--- config.mk ---
export PLATFORM = sky130hd
export DESIGN_NAME = eqs_search_ctrl
export DESIGN_NICKNAME = d
export VERILOG_FILES = /design/src/eqs_pkg.sv /design/src/eqs_search_ctrl.sv
export SDC_FILE = /design/constraint.sdc
export NUM_CORES = 1
export LEC_CHECK = 0
export ABC_AREA = 1
export BUFFER_PORTS_ARGS = -buffer_cell sky130_fd_sc_hd__buf_2
export CORE_ASPECT_RATIO = 1.4
export CORE_UTILIZATION = 55
export DETAILED_ROUTE_END_ITERATION = 16
export PLACE_DENSITY_LB_ADDON = 0.12
export SYNTH_ARGS = -nofsm -noshare
export SYNTH_HDL_FRONTEND = slang
export SYNTH_SLANG_ARGS = --single-unit
--- constraint.sdc ---
create_clock -name clk_sys -period 3.75 [get_ports clk_sys]
set_input_delay 0.75 -clock clk_sys [delete_from_list [all_inputs] [get_ports clk_sys]]
set_output_delay 0.75 -clock clk_sys [all_outputs]
set_load 0.05 [all_outputs]
--- src/eqs_pkg.sv ---
// eqs_pkg: register map, field layouts, reset values and timing for the
// receive equalizer search controller.
// assumes a single 50 MHz system clock and byte-wide register access.
package eqs_pkg;

    // register offsets
    localparam logic [7:0] EQS_CTL1_ADDR = 8'h35;
    localparam logic [7:0] EQS_STAT_ADDR = 8'h3B;
    localparam logic [7:0] EQS_CTL2_ADDR = 8'h45;

    // gain code width; the top code is the fixed search ceiling
    localparam int EQS_GAIN_W = 4;
    localparam logic [3:0] EQS_GAIN_MIN = 4'h0;
    localparam logic [3:0] EQS_GAIN_MAX = 4'hF;

    // primary control: bit0 restart (self clearing), bit1 override, bit2 apply
    typedef struct packed {
        logic [4:0] rsvd;
        logic floor_apply_enable;
        logic floor_override_enable;
        logic equalizer_search_restart;
    } eqs_ctl1_t;

    // secondary control: [7:4] floor level, [3] reserved, [2:0] dwell code
    typedef struct packed {
        logic [3:0] gain_search_floor_level;
        logic rsvd;
        logic [2:0] relock_dwell_time;
    } eqs_ctl2_t;

    // readback: [4] held on lock, [3:0] current gain code
    typedef struct packed {
        logic [2:0] rsvd;
        logic locked;
        logic [3:0] gain;
    } eqs_stat_t;

    localparam logic [7:0] EQS_CTL1_RST = 8'h00;
    localparam logic [7:0] EQS_CTL2_RST = 8'h03;

    // dwell time is (code + 1) units; default code gives 2.62 ms
    localparam int EQS_CLK_NS = 20;
    localparam int EQS_DWELL_DEF_NS = 2620000;
    localparam int EQS_DWELL_DEF_CODE = 3;
    localparam int EQS_DWELL_UNIT_NS = EQS_DWELL_DEF_NS / (EQS_DWELL_DEF_CODE + 1);
    localparam int EQS_DWELL_UNIT_CYC = EQS_DWELL_UNIT_NS / EQS_CLK_NS;
    localparam int EQS_CNT_W = 20;

    typedef enum logic [0:0] {
        EQS_SEARCH,
        EQS_HOLD
    } eqs_state_t;

endpackage

--- src/eqs_search_ctrl.sv ---
// eqs_search_ctrl: adaptive receive equalizer search and hold control.
// assumes lock and register strobes are synchronous to clk_sys.
//
// Behaviour
// - wait dwell per setting, then check lock
// - on lock, hold setting while lock stays
// - on lock loss, advance gain and search
// - search runs freely from power-on
// - restart bit restarts search at any time
// - floor field sets each pass start gain
// - floor used only with override and apply
// - ceiling fixed at maximum gain code
// - reached setting readable in status register
// - dwell set by relock field, 2.62 ms default
// - no lock at maximum wraps to start
`timescale 1ns/1ps
module eqs_search_ctrl
    import eqs_pkg::*;
#(
    parameter int DWELL_UNIT_CYC = EQS_DWELL_UNIT_CYC
) (
    input wire logic clk_sys,
    input wire logic arst_n,
    input wire logic [7:0] reg_addr,
    input wire logic reg_wr,
    input wire logic reg_rd,
    input wire logic [7:0] reg_wdata,
    output logic [7:0] reg_rdata,
    input wire logic digital_soft_reset,
    input wire logic cdr_lock,
    output logic [EQS_GAIN_W-1:0] eq_gain,
    output logic eq_locked
);

    // refuse dwell units the counter cannot hold
    if (DWELL_UNIT_CYC < 1 || DWELL_UNIT_CYC * 8 >= (1 << EQS_CNT_W)) begin : g_chk
        $error("DWELL_UNIT_CYC out of range");
    end

    eqs_ctl1_t ctl1_q, ctl1_d;
    eqs_ctl2_t ctl2_q, ctl2_d;
    logic [7:0] rdata_q, rdata_d;
    logic restart_p;

    eqs_state_t state_q, state_d;
    logic [3:0] gain_q, gain_d;
    logic [EQS_CNT_W-1:0] cnt_q, cnt_d;
    logic [3:0] start_gain;
    logic [3:0] next_gain;
    logic [EQS_CNT_W-1:0] dwell_cyc;
    eqs_stat_t stat;

    // register writes, restart strobe and registered read data
    always_comb begin
        ctl1_d = ctl1_q;
        ctl2_d = ctl2_q;
        rdata_d = 8'h00;
        restart_p = digital_soft_reset;
        ctl1_d.equalizer_search_restart = 1'b0; // self clearing
        if (reg_wr && reg_addr == EQS_CTL1_ADDR) begin
            ctl1_d = eqs_ctl1_t'(reg_wdata);
            ctl1_d.equalizer_search_restart = 1'b0;
            restart_p = restart_p | reg_wdata[0];
        end else if (reg_wr && reg_addr == EQS_CTL2_ADDR) begin
            ctl2_d = eqs_ctl2_t'(reg_wdata);
        end
        if (reg_rd && reg_addr == EQS_CTL1_ADDR) begin
            rdata_d = ctl1_q;
        end else if (reg_rd && reg_addr == EQS_CTL2_ADDR) begin
            rdata_d = ctl2_q;
        end else if (reg_rd && reg_addr == EQS_STAT_ADDR) begin
            rdata_d = stat;
        end
    end

    always_ff @(posedge clk_sys or negedge arst_n) begin
        if (!arst_n) begin
            ctl1_q <= eqs_ctl1_t'(EQS_CTL1_RST);
            ctl2_q <= eqs_ctl2_t'(EQS_CTL2_RST);
            rdata_q <= 8'h00;
        end else begin
            ctl1_q <= ctl1_d;
            ctl2_q <= ctl2_d;
            rdata_q <= rdata_d;
        end
    end

    assign reg_rdata = rdata_q;

    // status view of the search
    always_comb begin
        stat = '0;
        stat.gain = gain_q;
        stat.locked = (state_q == EQS_HOLD);
    end

    // pass start: floor only when override and apply are both set; the incoming
    // write is used so that one write can set both enables and restart at the floor
    always_comb begin
        if (ctl1_d.floor_override_enable && ctl1_d.floor_apply_enable) begin
            start_gain = ctl2_d.gain_search_floor_level;
        end else begin
            start_gain = EQS_GAIN_MIN;
        end
    end

    // next candidate; the ceiling is a constant, wrap returns to start
    always_comb begin
        if (gain_q == EQS_GAIN_MAX) begin
            next_gain = start_gain;
        end else begin
            next_gain = gain_q + 4'h1;
        end
    end

    // dwell length in cycles from the relock field
    always_comb begin
        dwell_cyc = EQS_CNT_W'(DWELL_UNIT_CYC * (int'(ctl2_q.relock_dwell_time) + 1));
    end

    // search and hold state machine with dwell counter
    always_comb begin
        state_d = state_q;
        gain_d = gain_q;
        cnt_d = cnt_q;
        if (restart_p) begin
            state_d = EQS_SEARCH;
            gain_d = start_gain;
            cnt_d = dwell_cyc;
        end else begin
            case (state_q)
                EQS_SEARCH: begin
                    if (cnt_q != '0) begin
                        cnt_d = cnt_q - EQS_CNT_W'(1);
                    end else if (cdr_lock) begin
                        state_d = EQS_HOLD;
                    end else begin
                        gain_d = next_gain;
                        cnt_d = dwell_cyc;
                    end
                end
                EQS_HOLD: begin
                    if (!cdr_lock) begin
                        state_d = EQS_SEARCH;
                        gain_d = next_gain;
                        cnt_d = dwell_cyc;
                    end
                end
                default: begin
                    state_d = EQS_SEARCH;
                end
            endcase
        end
    end

    // search starts at minimum gain with default dwell out of reset
    always_ff @(posedge clk_sys or negedge arst_n) begin
        if (!arst_n) begin
            state_q <= EQS_SEARCH;
            gain_q <= EQS_GAIN_MIN;
            cnt_q <= EQS_CNT_W'(DWELL_UNIT_CYC * (EQS_DWELL_DEF_CODE + 1));
        end else begin
            state_q <= state_d;
            gain_q <= gain_d;
            cnt_q <= cnt_d;
        end
    end

    assign eq_gain = gain_q;
    assign eq_locked = (state_q == EQS_HOLD);

    // helper for the free-run check: cycles spent on one dwell while searching
    logic [EQS_CNT_W-1:0] stall_q, stall_d;

    always_comb begin
        if (restart_p || state_q == EQS_HOLD || gain_d != gain_q || cnt_d > cnt_q) begin
            stall_d = '0;
        end else begin
            stall_d = stall_q + EQS_CNT_W'(1);
        end
    end

    always_ff @(posedge clk_sys or negedge arst_n) begin
        if (!arst_n) begin
            stall_q <= '0;
        end else begin
            stall_q <= stall_d;
        end
    end
endmodule

==> results_dict.tcl <==
set metrics [dict create \
    critPathArrivalTime_ns 3.77 \
    reg2reg_depth 18 \
    die_area_um2 7570 \
    synth_edf_count 0 \
    finalSetupViolations 0 \
    critPathCaptureType "register" \
    dp.cells 684 \
    grt.total_usage_pct 28.5 \
    r2r_start "ctl2_q[0]" \
    min_period_over_period_pct 93.6 \
    synth_most_common_cell "nand2_1" \
    clk_pin_slew_ns 0.10 \
    synthDistinctLibCells 43 \
    syn2layout_area_growth_pct 11.0 \
    clock_sinks 48 \
    vias 3760 \
    vdd_drop_max_mv 0.253 \
    grt_max_degree 31 \
    ys_seq_area_share_pct 30.7 \
    async_flop_share_pct 100 \
    status "finished clean" \
    start_util_pct 56.9 \
    num_rows 36 \
    die_y_um 103 \
    core-area_um2 6980 \
    detail_route.vias_per_cell 5.43 \
    first_pass_iters 5 \
    ys_top_cells_by_area "dfrtp_1 21%, nand2_1 15%, dfstp_2 9.9%" \
    tightestPinTransition_ns 0.599 \
    finalMaxSlewViolations 0 \
    hold_violations 0 \
    synth_commonest_cells "161 x nand2_1, 72 x inv_1, 64 x nor2_1" \
    postSynthCellCount 561 \
    overflow 0 \
    drive_above_1_share_pct 15.7 \
    critical_path.startpoint "ctl2_q[0]" \
    place_hpwl_um 7770 \
    ys_seq_elements 48 \
    numCtsBuffers 5 \
    synth.net_count 616 \
    final_cells 692 \
    finClkSkew_ns 0.00825 \
    route.detailed.drc 0 \
    hold_path_class "input port to asynchronous set/reset pin" \
    cellPowerDensity_nw_per_um2 420 \
    cap_violations 0 \
    crit_required_ns 4.01 \
    cts.path.max_buffers 2 \
    rsz0062_at_grt "yes" \
    cp_max_fo 9 \
    io_pins 35 \
    place.gp.congestion 0.960 \
    cts_tree "yes" \
    yosys.area.top_type_share_pct 20.8 \
    clk_latency_ns 0.31 \
    drt-total-wl_um 10100 \
    clock.fmax_mhz 285 \
    rr_endpoint "cnt_q[16]" \
    antenna_left 0 \
    die_w_um 73.8 \
    ys_warn_count 0 \
    criticalPathCategory "register to register" \
    slew_headroom_pct 59.8 \
    p_total_mw 1.85 \
    cts_htree_levels 2 \
    wl_per_cell_um 14.5 \
    ff2ff_setup_slack_ns 0.24 \
    layout.nets 651 \
    synthFlopType "dfrtp_1" \
    p_leak_nw 2.27 \
    port_buffers 34 \
    synth_area_per_cell_um2 7.08 \
    grt_pass1_vias 3662 \
    antenna-diode-count 0 \
    synth_area_um2 3970 \
    drt_iter0_markers 179 \
    synth_largest_area_cell "dfrtp_1" \
    grt_pass1_wl_um 16300 \
    antenna_found_initial 0 \
    start_kind "register" \
    fin_util_pct 63.2 \
    fin_crit_ns 3.51 \
    endpoint "cnt_q[16]" \
    cts_root_buf "clkbuf_8" \
]
[power by group]
part | internal (mW) | total [mW] | switching [mW] | leakage, nW
combinational | 0.242 | 0.667 | 0.426 | 1.62
sequential | 0.632 | 0.729 | 0.0963 | 0.580
clock | 0.269 | 0.458 | 0.190 | 0.0687
total | 1.14 | 1.85 | 0.712 | 2.27
[per-stage QoR]
stage / hold slack [ns] / setup slack [ns] / TNS, ns / cell area [um^2]
6_report: 0.379 / 0.241 / 0 / 4410
5_1_grt: 0.405 / -0.0269 / -0.0568 / 4410
4_1_cts: 0.392 / 0.105 / 0 / 4370
3_5_place_dp: 0.476 / 0.141 / 0 / 4230
3_3_place_gp: 0.475 / 0.228 / 0 / 4230
2_1_floorplan: 0.452 / 0.0622 / 0 / 3980
[per-layer routing]
layer	track usage, %	vias up	share of wire, %
li1	-	1868	-
met1	31.2	1752	39
met2	52.4	104	53
met3	3.42	36	3.8
met4	16.4	0	4.8
met5	0	-	0
[cells in the final DEF, fill, tap and decap left out, drive strengths merged, types with 2 or more instances in the layout]
cell    Yosys  final
nand2     165    165
inv        74     75
nor2       70     70
nand3      61     61
buf         8     39
dfrtp      33     33
ha         24     24
o21ai      22     22
a21oi      22     22
dfstp      15     15
nand4      10     10
xor2        9      9
fa          9      9
o211ai      7      7
clkbuf      3      5
nor3        5      5
or2         4      4
xnor2       4      4
o221ai      3      3
nand3b      3      3
mux2        3      3
bufinv      0      2
[state kept, by name (all words and copies together) (netlist names)]
register,count
ctl1_q,7
eq_gain,4
ctl2_q,8
reg_rdata,8
cnt_q,20
eq_locked,1
[cells by family (layout without fill, tap and decap cells)]
kind of cell	after synthesis	count (layout)	share of synthesized area [%]
AND/OR/NAND/NOR	319	319	35.7
XOR/XNOR	13	13	2.87
buffers and inverters	86	122	9.07
adder cells (fa/ha/maj)	33	33	12.1
multiplexers	3	3	0.850
AO/OA/AOI/OAI	59	59	8.69
flip-flops	48	48	30.7
[worst max-delay path, stage by stage (launching register included)]
cell and delay (ns):
dfstp_2 0.56, inv_1 0.11, ha_4 0.31, inv_1 0.07
fa_1 0.51, inv_1 0.08, fa_1 0.47, ha_2 0.43
inv_1 0.08, nor2_2 0.14, inv_1 0.09, nor2_1 0.09
nand2_1 0.11, nand2_1 0.10, nand2_1 0.08, nand3_1 0.08
nand2_1 0.06, nand2_1 0.05, nand2_1 0.04
[how the worst min path moves through the flow]
stage	endpoint	slack, ns
2_1_floorplan	cnt_q[0]	0.45
3_3_place_gp	reg_rdata[6]	0.47
3_5_place_dp	reg_rdata[6]	0.48
4_1_cts	cnt_q[19]	0.39
5_1_grt	cnt_q[19]	0.41
6_report	cnt_q[19]	0.38
[layout make-up]
type / instances / area, um^2
Fill cell: 656 / 2570
Multi-Input combinational cell: 427 / 2440
Sequential cell: 48 / 1220
Inverter: 75 / 284
Timing Repair Buffer: 39 / 208
Tap cell: 95 / 119
Clock buffer: 5 / 68.8
Clock inverter: 3 / 68.8
[repair_timing]
action / 4_1_cts / 5_1_grt
buffers inserted: 0 / 0
hold buffers: 0 / 0
setup endpoints to repair: 0 / 8
gates resized for setup: 0 / 8
Power figures use the tool's default switching activity.
